==> config.mk <==
export PLATFORM = sky130hd
export DESIGN_NAME = eirq_pin_logic
export DESIGN_NICKNAME = d
export VERILOG_FILES = /design/src/design/eirq_pkg.sv /design/src/design/eirq_pin_logic.sv
export VERILOG_INCLUDE_DIRS = /design/src /design/src/design
export SDC_FILE = /design/constraint.sdc
export NUM_CORES = 1
export LEC_CHECK = 0
export ABC_AREA = 1
export BUFFER_PORTS_ARGS = -buffer_cell sky130_fd_sc_hd__clkbuf_2
export CAP_MARGIN = 20
export CORE_ASPECT_RATIO = 1.25
export CORE_MARGIN = 2
export CORE_UTILIZATION = 42
export DETAILED_ROUTE_END_ITERATION = 16
export HOLD_SLACK_MARGIN = 0.05
export PLACE_DENSITY = 0.64
export RECOVER_POWER = 50
export SLEW_MARGIN = 15
export SYNTH_ARGS = -nofsm -noshare
export SYNTH_HDL_FRONTEND = slang
export SYNTH_SLANG_ARGS = --single-unit
==> constraint.sdc <==
create_clock -name core_clk_i -period 1.5 [get_ports core_clk_i]
set_input_delay 0.3 -clock core_clk_i [delete_from_list [all_inputs] [get_ports core_clk_i]]
set_output_delay 0.3 -clock core_clk_i [all_outputs]
set_load 0.05 [all_outputs]
==> src/design/eirq_consts.svh <==
// register offsets, bit positions, reset values for the external irq block
`ifndef EIRQ_CONSTS_SVH
`define EIRQ_CONSTS_SVH

`define EIRQ_ADDR_W          4
`define EIRQ_OFF_CTRL_STATUS 4'h0
`define EIRQ_OFF_STATUS      4'h1
`define EIRQ_OFF_MASK        4'h2
`define EIRQ_BIT_PULL_DIS    6
`define EIRQ_BIT_POLARITY    5
`define EIRQ_BIT_PIN_EN      4
`define EIRQ_BIT_PENDING     3
`define EIRQ_BIT_ACK         2
`define EIRQ_BIT_IRQ_EN      1
`define EIRQ_BIT_MODE        0
`define EIRQ_CTRL_RESET      8'h00
`define EIRQ_CTRL_WMASK      8'h73
`define EIRQ_EV_EDGE         0
`define EIRQ_EV_ACK_BLOCKED  1
`define EIRQ_EV_MASK         8'h03

`endif

==> src/design/eirq_pkg.sv <==
// types shared by the external irq pin block
package eirq_pkg;
    typedef logic [7:0] eirq_byte_t;   // one register byte
endpackage

==> src/design/eirq_pin_logic.sv <==
// external interrupt request pin logic with register port and status irq
// ==========================================================
// How it works
// pull-disable bit switches pull resistor off
// polarity bit picks falling or rising events
// rising detection turns pullup into pulldown
// pin-enable bit turns pin function on
// pull resistor on when pin enabled
// pending flag read-only, shows detected event
// ack write one clears flag, reads zero
// level mode: ack blocked while pin asserted
// irq enable drives cpu request from flag
// mode bit selects edge or edge-and-level
// pin synchronised; no flag while disabled
//
// Chosen here: the plain strobed port and the register addresses.
`timescale 1ns/100ps
`include "eirq_consts.svh"

module eirq_pin_logic
    import eirq_pkg::*;
(
    input  wire logic                      core_clk_i,  // 10 MHz bus clock
    input  wire logic                      reset_n_i,   // async reset, low
    input  wire logic                      irq_pin_i,   // raw pin level
    input  wire logic [`EIRQ_ADDR_W-1:0]   addr_i,      // register address
    input  wire eirq_pkg::eirq_byte_t      wdata_i,     // write data
    input  wire logic                      wr_i,        // write strobe
    input  wire logic                      rd_i,        // read strobe
    output eirq_pkg::eirq_byte_t           rdata_o,     // read data, next cycle
    output logic                           cpu_irq_o,   // cpu irq request
    output logic                           pull_en_o,   // pull resistor on
    output logic                           pull_down_o, // 1 pulldown, 0 pullup
    output logic                           status_irq_o // masked status irq
);
    import eirq_pkg::*;

    // ==========================================================
    // state
    // ==========================================================
    typedef struct packed {
        logic [1:0] sync;     // pin synchroniser, [0] first stage
        logic       pin_q;    // previous synchronised level
        eirq_byte_t ctrl;     // control bits, ack/flag kept out
        logic       pending;  // request flag
        eirq_byte_t status;   // sticky event bits
        eirq_byte_t mask;     // status irq mask
        eirq_byte_t rdata;    // read data holding
        logic       cpu_irq;  // registered cpu request
        logic       pull_en;  // registered pull enable
        logic       pull_dn;  // registered pull direction
        logic       st_irq;   // registered status irq
    } eirq_state_t;

    eirq_state_t st_reg;   // current state
    eirq_state_t st_next;  // next state

    logic pin_s;       // synchronised pin
    logic asserted;    // pin at active level
    logic edge_seen;   // active edge this cycle
    logic event_hit;   // qualifying event
    logic ack_wr;      // ack bit written
    logic ack_block;   // ack held off by level
    logic pin_en;      // pin function on
    logic level_mode;  // edge-and-level mode
    logic polarity;    // 1 rising/high

    // control view as read by software; ack reads zero
    function automatic eirq_byte_t ctrl_view(eirq_byte_t c, logic p);
        eirq_byte_t v;
        v = c & `EIRQ_CTRL_WMASK;
        v[`EIRQ_BIT_PENDING] = p;
        v[`EIRQ_BIT_ACK] = 1'b0;
        return v;
    endfunction

    // ==========================================================
    // next-state logic
    // ==========================================================
    always_comb
    begin
        st_next = st_reg;
        // only the second stage is read downstream; the first may
        // still be settling after a pin change near the clock edge
        // two stages cost two cycles of latency on every request
        st_next.sync = {st_reg.sync[0], irq_pin_i};
        pin_s = st_reg.sync[1];
        st_next.pin_q = pin_s;
        pin_en = st_reg.ctrl[`EIRQ_BIT_PIN_EN];
        level_mode = st_reg.ctrl[`EIRQ_BIT_MODE];
        polarity = st_reg.ctrl[`EIRQ_BIT_POLARITY];
        asserted = polarity ? pin_s : ~pin_s;
        edge_seen = polarity ? (pin_s & ~st_reg.pin_q)
                             : (~pin_s & st_reg.pin_q);
        // level mode keeps requesting while the pin is held active
        event_hit = pin_en &
            (edge_seen | (level_mode & asserted));
        ack_wr = wr_i && addr_i == `EIRQ_OFF_CTRL_STATUS
                 && wdata_i[`EIRQ_BIT_ACK];
        ack_block = level_mode & asserted & pin_en;

        // flag: set wins over an acknowledge in the same cycle
        if (event_hit)
        begin
            st_next.pending = 1'b1;
        end
        else if (ack_wr && !ack_block)
        begin
            st_next.pending = 1'b0;
        end

        // register writes
        if (wr_i)
        begin
            case (addr_i)
                `EIRQ_OFF_CTRL_STATUS:
                begin
                    st_next.ctrl = wdata_i & `EIRQ_CTRL_WMASK;
                end
                `EIRQ_OFF_STATUS:
                begin
                    // write one clears; events below re-set
                    st_next.status = st_reg.status & ~wdata_i;
                end
                `EIRQ_OFF_MASK:
                begin
                    st_next.mask = wdata_i & `EIRQ_EV_MASK;
                end
                default:
                begin
                    // unmapped: ignored
                end
            endcase
        end
        // sticky events, set wins over clear
        if (edge_seen && pin_en)
        begin
            st_next.status[`EIRQ_EV_EDGE] = 1'b1;
        end
        if (ack_wr && ack_block)
        begin
            st_next.status[`EIRQ_EV_ACK_BLOCKED] = 1'b1;
        end

        // read data appear the cycle after the strobe
        st_next.rdata = 8'h00;
        if (rd_i)
        begin
            case (addr_i)
                `EIRQ_OFF_CTRL_STATUS:
                    st_next.rdata = ctrl_view(st_reg.ctrl, st_reg.pending);
                `EIRQ_OFF_STATUS: st_next.rdata = st_reg.status;
                `EIRQ_OFF_MASK:   st_next.rdata = st_reg.mask;
                default:          st_next.rdata = 8'h00;
            endcase
        end

        // outputs, registered from the next state so they change with the state they follow
        st_next.cpu_irq = st_next.pending
                          & st_next.ctrl[`EIRQ_BIT_IRQ_EN];
        st_next.pull_en = st_next.ctrl[`EIRQ_BIT_PIN_EN]
                          & ~st_next.ctrl[`EIRQ_BIT_PULL_DIS];
        st_next.pull_dn = st_next.ctrl[`EIRQ_BIT_PIN_EN]
                          & st_next.ctrl[`EIRQ_BIT_POLARITY];
        st_next.st_irq = |(st_next.status & st_next.mask);
    end

    // ==========================================================
    // state register
    // ==========================================================
    // reset clears the synchroniser too, so the pin reads low for two
    // cycles; harmless, since the pin function is off after reset
    always_ff @(posedge core_clk_i or negedge reset_n_i)
    begin
        if (!reset_n_i)
        begin
            st_reg <= '0;
            st_reg.ctrl <= `EIRQ_CTRL_RESET;
        end
        else
        begin
            st_reg <= st_next;
        end
    end

    assign rdata_o = st_reg.rdata;
    assign cpu_irq_o = st_reg.cpu_irq;
    assign pull_en_o = st_reg.pull_en;
    assign pull_down_o = st_reg.pull_dn;
    assign status_irq_o = st_reg.st_irq;

    // ==========================================================
    // checks
    // ==========================================================
    // outputs are registered from the next state, so they line up
    // with the state register at every edge; a slip shows up here
    property p_irq_follows_flag;
        @(posedge core_clk_i) disable iff (!reset_n_i)
        cpu_irq_o == (st_reg.pending & st_reg.ctrl[`EIRQ_BIT_IRQ_EN]);
    endproperty
    a_irq_follows_flag: assert property (p_irq_follows_flag)
        else $error("cpu irq does not follow flag and enable");

    property p_pull_off;
        @(posedge core_clk_i) disable iff (!reset_n_i)
        st_reg.ctrl[`EIRQ_BIT_PULL_DIS] |-> !pull_en_o;
    endproperty
    a_pull_off: assert property (p_pull_off)
        else $error("pull on while disabled");

    property p_pull_on;
        @(posedge core_clk_i) disable iff (!reset_n_i)
        (st_reg.ctrl[`EIRQ_BIT_PIN_EN] & ~st_reg.ctrl[`EIRQ_BIT_PULL_DIS])
        |-> pull_en_o;
    endproperty
    a_pull_on: assert property (p_pull_on)
        else $error("pull off while pin enabled");

    property p_pulldown;
        @(posedge core_clk_i) disable iff (!reset_n_i)
        (st_reg.ctrl[`EIRQ_BIT_PIN_EN] & st_reg.ctrl[`EIRQ_BIT_POLARITY])
        |-> pull_down_o;
    endproperty
    a_pulldown: assert property (p_pulldown)
        else $error("rising mode without pulldown");

    property p_no_set_disabled;
        @(posedge core_clk_i) disable iff (!reset_n_i)
        (!st_reg.pending && !st_reg.ctrl[`EIRQ_BIT_PIN_EN]) |=>
        !st_reg.pending;
    endproperty
    a_no_set_disabled: assert property (p_no_set_disabled)
        else $error("flag set while pin disabled");

    property p_ack_clears;
        @(posedge core_clk_i) disable iff (!reset_n_i)
        (ack_wr && !event_hit && !ack_block) |=> !st_reg.pending;
    endproperty
    a_ack_clears: assert property (p_ack_clears)
        else $error("ack did not clear flag");

    property p_ack_blocked;
        @(posedge core_clk_i) disable iff (!reset_n_i)
        (st_reg.pending && ack_block) |=> st_reg.pending;
    endproperty
    a_ack_blocked: assert property (p_ack_blocked)
        else $error("flag cleared while level asserted");

    property p_edge_sets;
        @(posedge core_clk_i) disable iff (!reset_n_i)
        (pin_en && edge_seen) |=> st_reg.pending ##1 1'b1;
    endproperty
    a_edge_sets: assert property (p_edge_sets)
        else $error("active edge did not set flag");

    property p_level_sets;
        @(posedge core_clk_i) disable iff (!reset_n_i)
        (pin_en && level_mode && asserted) |=> st_reg.pending;
    endproperty
    a_level_sets: assert property (p_level_sets)
        else $error("held level did not set flag");

    property p_ack_reads_zero;
        @(posedge core_clk_i) disable iff (!reset_n_i)
        (rd_i && addr_i == `EIRQ_OFF_CTRL_STATUS) |=>
        (!rdata_o[`EIRQ_BIT_ACK]
         && rdata_o[`EIRQ_BIT_PENDING] == $past(st_reg.pending));
    endproperty
    a_ack_reads_zero: assert property (p_ack_reads_zero)
        else $error("control read shows wrong ack or flag");

    property p_pin_en_gates;
        @(posedge core_clk_i) disable iff (!reset_n_i)
        !pin_en |-> !event_hit;
    endproperty
    a_pin_en_gates: assert property (p_pin_en_gates)
        else $error("event while pin function off");

    // falling sense keeps the pull as a pullup
    property p_pullup_falling;
        @(posedge core_clk_i) disable iff (!reset_n_i)
        !st_reg.ctrl[`EIRQ_BIT_POLARITY] |-> !pull_down_o;
    endproperty
    a_pullup_falling: assert property (p_pullup_falling)
        else $error("falling mode without pullup");

    // pin function off: no pull device of either kind
    property p_pin_off_no_pull;
        @(posedge core_clk_i) disable iff (!reset_n_i)
        !st_reg.ctrl[`EIRQ_BIT_PIN_EN] |-> !(pull_en_o | pull_down_o);
    endproperty
    a_pin_off_no_pull: assert property (p_pin_off_no_pull)
        else $error("pull active while pin function off");

    // edge-only mode: a held level alone never raises the flag
    property p_edge_only_no_level;
        @(posedge core_clk_i) disable iff (!reset_n_i)
        (pin_en && !level_mode && !edge_seen && !st_reg.pending)
        |=> !st_reg.pending;
    endproperty
    a_edge_only_no_level: assert property (p_edge_only_no_level)
        else $error("flag set without edge in edge-only mode");

    // ack and flag bits are never kept in the control store
    property p_ack_not_stored;
        @(posedge core_clk_i) disable iff (!reset_n_i)
        !st_reg.ctrl[`EIRQ_BIT_ACK] && !st_reg.ctrl[`EIRQ_BIT_PENDING];
    endproperty
    a_ack_not_stored: assert property (p_ack_not_stored)
        else $error("ack or flag bit kept in control store");
endmodule // eirq_pin_logic

==> metrics.md, run 1 <==
| Metric | Value |
|---|---|
| Outcome | `finished clean` |
| Die Ht | `75.0 um` |
| Crit-path cells | `clkbuf_2` |
| Max FFs per register | `20` |
| Commonest cells in the netlist | `80 x nand2_1, 37 x dfrtp_1, 21 x inv_1` |
| Register area share after synthesis | `between 50% and 60%` |
| Combined area of the multi-input logic cells | `572 um^2` |
| R2r worst-path depth | `9` |
| CP Capture Type | `primary output` |
| Most used flip-flop cell after synthesis | `dfrtp_1` |
| Post-synthesis compound-gate area fraction | `around 3.7%` |
| H-tree depth reported by CTS | `2` |
| Fin Setup TNS | `0 ns` |
| Drt wl/cell | `about 11 um` |
| Max Root-Sink Buffers | `2` |
| Max-slew violations | `0` |
| Vias in the first global route | `1195` |
| FF+latch count, synth | `37` |
| RR Endpoint | `status_irq_o` |
| Avg Inst Size Synth | `8.51 um^2` |
| Setup violators final | `0` |
| DRC violations left | `0` |
| Post-synth EDFFs | `0` |
| Crit path required time | `between 1 and 1.5 ns` |
| Hold_sp | `irq_pin_i` |
| Maximum vdd drop | `674 uV` |
| Largest family of logic cells by synthesized area | `simple AND/OR/NAND/NOR gates` |
| Max Cap Viol | `0` |
| Synth Instances | `approximately 200` |
| GP Congestion | `approximately 0.81` |
| CP arrival | `0.88 ns` |
| Die W | `approximately 61 um` |
| CTS tree | `built` |
| Synth warn | `0` |
| Largest stage delay on the critical path | `0.33 ns` |
| Crit-path leading delay family | `flip-flops` |
| Final HPWL DP | `~2.4 mm` |
| Sequential Area | `~900 um^2` |
| Via density | `approximately 4.5` |
| Cell area after synthesis | `between 1500 and 2000 um^2` |
| CTS clk-pin slew, worst paths | `0.07 ns` |
| Pleak | `1.16 nW` |
| Simple-gate share of the synthesized area | `between 30% and 40%` |
| Core Box Area | `approximately 3800 um^2` |
| Drt first pass iters | `4` |
| Skew final | `~0.007 ns` |
| Reg-to-reg slack, setup | `0.36 ns` |
| Aggregate global routing overflow | `0` |
| Fraction of registers with async set/reset | `between 90% and 100%` |
| Die Area | `4560 um^2` |
| RSZ-0062 raised after global routing | `false` |
| FMAX | `about 840 MHz` |
| Slowest-stage cell, CP | `dfrtp_1` |
| Largest net degree at the start of global routing | `38` |
| Share of the synthesized area in the top cell type | `54.7%` |
| Clk Latency, worst-skew pair | `0.29 ns` |
| Area Overhead vs Synth | `15.1%` |
| Crit path launch type | `flip-flop` |
| Post-Synth XOR/XNOR Area | `0%` |
| Initial antenna violation count | `0` |
| Hold slack | `0.118 ns` |
| Post-CTS setup buffers | `0` |
| GRT Total Usage | `between 10% and 20%` |
| Hold EP | `st_next[39]` |
| Reg2reg start | `polarity` |
| Share of cells above drive strength 1 | `25.7%` |
| Port buffer count | `28` |
| Clock sinks | `37` |
| Worst-Margin Slew | `just under 0.9 ns` |
| Cell with the most instances after synthesis | `nand2_1` |
| # fillers | `around 370` |
| Synth Area in Adders | `0%` |
| PwrDens | `between 1000 and 1500 nW/um^2` |
| Crit path time final | `1.18 ns` |
| Multiplexer share of the synthesized area | `0%` |
| TritonCTS buffer count | `5` |
| Final Hold Fails | `0` |
| Post-route ant nets | `0` |
| Hold path depth | `1` |
| Initial Utilization | `between 40% and 50%` |
| First-pass GRT wire length | `around 5.5 mm` |
| Worst path bufs/invs | `1` |
| Slew HR | `a little over two fifths` |
| DRT iter0 DRCs | `25` |
| I/O pins | `29` |
| DR vias | `1269` |
| Largest area contributor in the netlist | `dfrtp_1` |
| Final worst-path cycle share | `about four fifths` |
| Hold-fix buffers, CTS | `0` |
| Resized Gates After CTS | `0` |
| Post-synth cell types | `20` |
| Nets | `between 200 and 250` |
| Row count | `25` |
| Syn nets | `216` |
| DRT Wirelength | `between 3 and 4 mm` |
| Antenna Cells | `0` |
| Area contributors post-synth | `dfrtp_1 55%, nand2_1 18%, inv_1 4.7%` |
| Crit path max fanout | `1` |
| Crit path kind | `reg -> out` |
| Root Driver | `clkbuf_8` |
| Hold Crit Class | `in -> reg` |
-- kinds of logic (layout without fill, tap and decap cells) --
group | count (synthesis) | in the layout
and+or+nand+nor | 111 | 111
DFF | 37 | 37
buffers and inverters | 42 | 69
AOI/OAI and AO/OA | 9 | 9
-- report_power, final --
group          internal, mW  total [mW]  switching, mW
logic                0.0892       0.327          0.238
clock network         0.542       0.870          0.329
registers              1.08        1.12         0.0410
total                  1.71        2.32          0.608
-- metal layers --
layer  track usage [%]  vias to the layer above  share of wire [%]  wire length (um)
li1                  -                      654                  -                 -
met1              20.9                      586                 43              1360
met2              27.2                       22                 52              1640
met3              3.78                        7                3.0                96
met4              7.97                        0                2.2                71
met5                 0                        -                  0                 0
-- area by class of cell --
type | count | area share, %
clock inverter | 1 | 1.54
inverter | 31 | 5.97
sequential | 37 | 47.5
tap | 54 | 3.46
multi-input combinational | 120 | 29.3
timing repair buffer | 30 | 7.83
clock buffer | 7 | 4.43
-- cell usage in the layout, fill, tap and decap left out, types with 2 or more instances in the layout --
master | synthesis | layout
nor2_1 | 5 | 5
nand2_4 | 2 | 2
clkbuf_2 | 0 | 29
nor2_4 | 2 | 2
clkbuf_8 | 0 | 6
inv_2 | 10 | 10
dfrtp_1 | 37 | 37
nand3_1 | 7 | 7
inv_1 | 21 | 21
nand4_1 | 7 | 7
nand3b_1 | 4 | 4
a21oi_1 | 3 | 3
o21ai_2 | 4 | 4
nand2_1 | 80 | 80
-- worst max-delay path by stage --
stage / slack [ns] / startpoint / depth (start not counted) / end
global placement: 0.07 / addr_i[3] / 10 / status_irq_o
global route: 0.22 / addr_i[3] / 10 / status_irq_o
CTS: 0.30 / status_irq_o / 1 / status_irq_o
finish: 0.32 / pull_en_o / 1 / pull_en_o
floorplan: 0.33 / addr_i[3] / 9 / status_irq_o
detailed placement: 0.04 / addr_i[3] / 10 / status_irq_o
-- stage by stage --
| stage | total power, mW | area, um^2 | instances | utilization, % | setup slack [ns] |
|---|---|---|---|---|---|
| after global routing | 2.45 | 1950 | 280 | 51.1 | 0.217 |
| after global placement | 1.47 | 1840 | 272 | 48.1 | 0.0686 |
| after CTS | 2.35 | 1950 | 280 | 51.2 | 0.297 |
| after detailed placement | 1.47 | 1840 | 272 | 48.1 | 0.0359 |
| after floorplan | 1.36 | 1690 | 199 | - | 0.326 |
| final | 2.32 | 1950 | 280 | 51.1 | 0.315 |
Power figures use the tool's default switching activity.
==> run 2, diff against run 1 <==
==> constraint.sdc (replaced) <==
create_clock -name core_clk_i -period 1.22 [get_ports core_clk_i]
set_input_delay 0.244 -clock core_clk_i [delete_from_list [all_inputs] [get_ports core_clk_i]]
set_output_delay 0.244 -clock core_clk_i [all_outputs]
set_load 0.05 [all_outputs]
==> run 2 against run 1 <==
Wire length rose by 6.8%. Core utilization rose by 2.0 points. Clock skew fell by 0.00056 ns. Largest cell class unchanged. Largest power group unchanged. Highest routed layer unchanged.
==> metrics.md, run 2 (synthesis gave the netlist of run 1 again) <==
| Metric | Value |
|---|---|
| Outcome | `finished clean` |
| Hold Crit Class | `in -> reg` |
| Finished Layout Cells | `290 (+3.6%)` |
| Most frequent cells in the layout | `76 x nand2_1, 37 x dfrtp_1, 28 x clkbuf_2, 20 x inv_1` |
| Die W | `60.8 um (unchanged)` |
| Worst path bufs/invs | `1 (unchanged)` |
| Die Area | `4560 um^2 (unchanged)` |
| Crit path launch type | `flip-flop` |
| GP Congestion | `0.863 (+6.0%)` |
| CTS tree | `built` |
| DRC violations left | `0 (unchanged)` |
| Final HPWL DP | `2.59 mm (+8.2%)` |
| GRT Total Usage | `17.2% (+0.45 points)` |
| TritonCTS buffer count | `5 (unchanged)` |
| Crit path required time | `0.98 ns (-0.22 ns)` |
| Via density | `4.51 (-0.48%)` |
| I/O pins | `29 (unchanged)` |
| DRT iter0 DRCs | `39 (+56%)` |
| Initial antenna violation count | `0 (unchanged)` |
| CTS clk-pin slew, worst paths | `0.07 ns (about the same)` |
| Crit path kind | `reg -> out` |
| Clk Latency, worst-skew pair | `0.28 ns (about the same)` |
| RSZ-0062 raised after global routing | `true` |
| Antenna Cells | `0 (unchanged)` |
| H-tree depth reported by CTS | `2 (unchanged)` |
| Final worst-path cycle share | `93.0%` |
| Aggregate global routing overflow | `0 (unchanged)` |
| Setup violators final | `0 (unchanged)` |
| Clock sinks | `37 (unchanged)` |
| Worst-Margin Slew | `0.482 ns (-0.392 ns)` |
| Post-Place Cells | `283 (+4.0%)` |
| Crit path max fanout | `1 (unchanged)` |
| Slowest-stage cell, CP | `dfrtp_1` |
| Drt wl/cell | `11.7 um (+3.1%)` |
| Port buffer count | `28 (unchanged)` |
| DR vias | `1308 (+3.1%)` |
| Root Driver | `clkbuf_8` |
| Crit-path cells | `clkbuf_2` |
| Die Ht | `75.0 um (unchanged)` |
| Max FFs per register | `20 (unchanged)` |
| Max-slew violations | `0 (unchanged)` |
| Vias in the first global route | `1321 (+11%)` |
| Crit-path leading delay family | `flip-flops` |
| Slew HR | `67.9% (+26 points)` |
| Share of cells above drive strength 1 | `31.8% (+6.1 points)` |
| Maximum vdd drop | `555 uV (-18%)` |
| Hold slack | `0.0713 ns (-0.0464 ns)` |
| Max Root-Sink Buffers | `2 (unchanged)` |
| Largest net degree at the start of global routing | `38 (unchanged)` |
| Leading cell type in the layout, fill and taps excluded | `nand2_1` |
| DRT Wirelength | `3.39 mm (+6.8%)` |
| Max Cap Viol | `0 (unchanged)` |
| Crit path time final | `1.13 ns` |
| First-pass GRT wire length | `5.69 mm (+4.2%)` |
| Pleak | `1.20 nW (+3.8%)` |
| Core Box Area | `3820 um^2 (unchanged)` |
| Row count | `25 (unchanged)` |
| Nets | `254 (+5.0%)` |
| Area Overhead vs Synth | `19.6%` |
| Post-route ant nets | `0 (unchanged)` |
| Initial Utilization | `44.4% (unchanged)` |
| Skew final | `0.00648 ns (-0.000564 ns)` |
| Final Hold Fails | `0 (unchanged)` |
| PwrDens | `1280 nW/um^2 (+7.8%)` |
| Largest stage delay on the critical path | `0.34 ns (about the same)` |
| Drt first pass iters | `4 (unchanged)` |
| Final core utilization | `53.1% (+2.0 points)` |
| FMAX | `882 MHz` |
| Post-CTS setup buffers | `0 (unchanged)` |
| CP arrival | `0.89 ns (about the same)` |
| Reg-to-reg slack, setup | `0.14 ns (-0.22 ns)` |
| CP Capture Type | `primary output` |
-- run 2: cell count changes in the layout (fill, tap and decap cells not counted), sizes merged --
cell / previous run / this run
clkinv: 0 / 1
dlygate4sd3: 0 / 1
buf: 1 / 12
clkbuf: 36 / 34
bufinv: 1 / 0
-- run 2: repair_timing --
item | 4_1_cts | 5_1_grt
endpoints found under the hold margin | 37 | 0
hold buffers | 1 | 0
setup endpoints to repair | 0 | 1
resized for setup | 0 | 8
-- run 2: power by group --
part / total (mW) / internal, mW / switching [mW]
Combinational: 0.455 / 0.142 / 0.313
Clock: 0.758 / 0.375 / 0.382
Sequential: 1.38 / 1.32 / 0.0555
Total: 2.59 / 1.84 / 0.751
-- run 2: path summary, 6_finish.rpt --
check / startpoint / endpoint / cells past startpoint
max: status_irq_o / status_irq_o / 1
min: irq_pin_i / st_next[39] / 1
max reg2reg: pin_s / status_irq_o / 9
min reg2reg: st_next[39] / pin_s / 0
max in group asynchronous: reset_n_i / rdata_o[7] / 3
min in group asynchronous: reset_n_i / st_next[39] / 3
-- run 2: per-layer routing --
layer / track usage [%] / vias to the layer above / part of all wire, %
met5: 0 / - / 0
met4: 6.76 / 0 / 1.9
met2: 30.7 / 24 / 52
met3: 3.61 / 6 / 2.3
li1: - / 674 / -
met1: 19.8 / 604 / 44
-- run 2: final cells by class --
cell class,count,area (um^2)
fillers,382,1790
flip-flops and latches,37,926
multi-input cells,120,591
repair buffers,42,251
inverters,31,116
clock buffers,5,68.8
well taps,54,67.6
clock inverters,1,5.00
-- run 2: per-stage QoR --
stage               instance area, um^2  power [mW]  worst slack (ns)  setup TNS, ns
floorplan                          1690        1.67             0.102              0
global placement                   1930        1.83            -0.146         -0.284
detailed placement                 1930        1.85            -0.157         -0.385
CTS                                2020        2.60            0.0719              0
global route                       2030        2.74           -0.0357        -0.0357
finish                             2030        2.59            0.0857              0
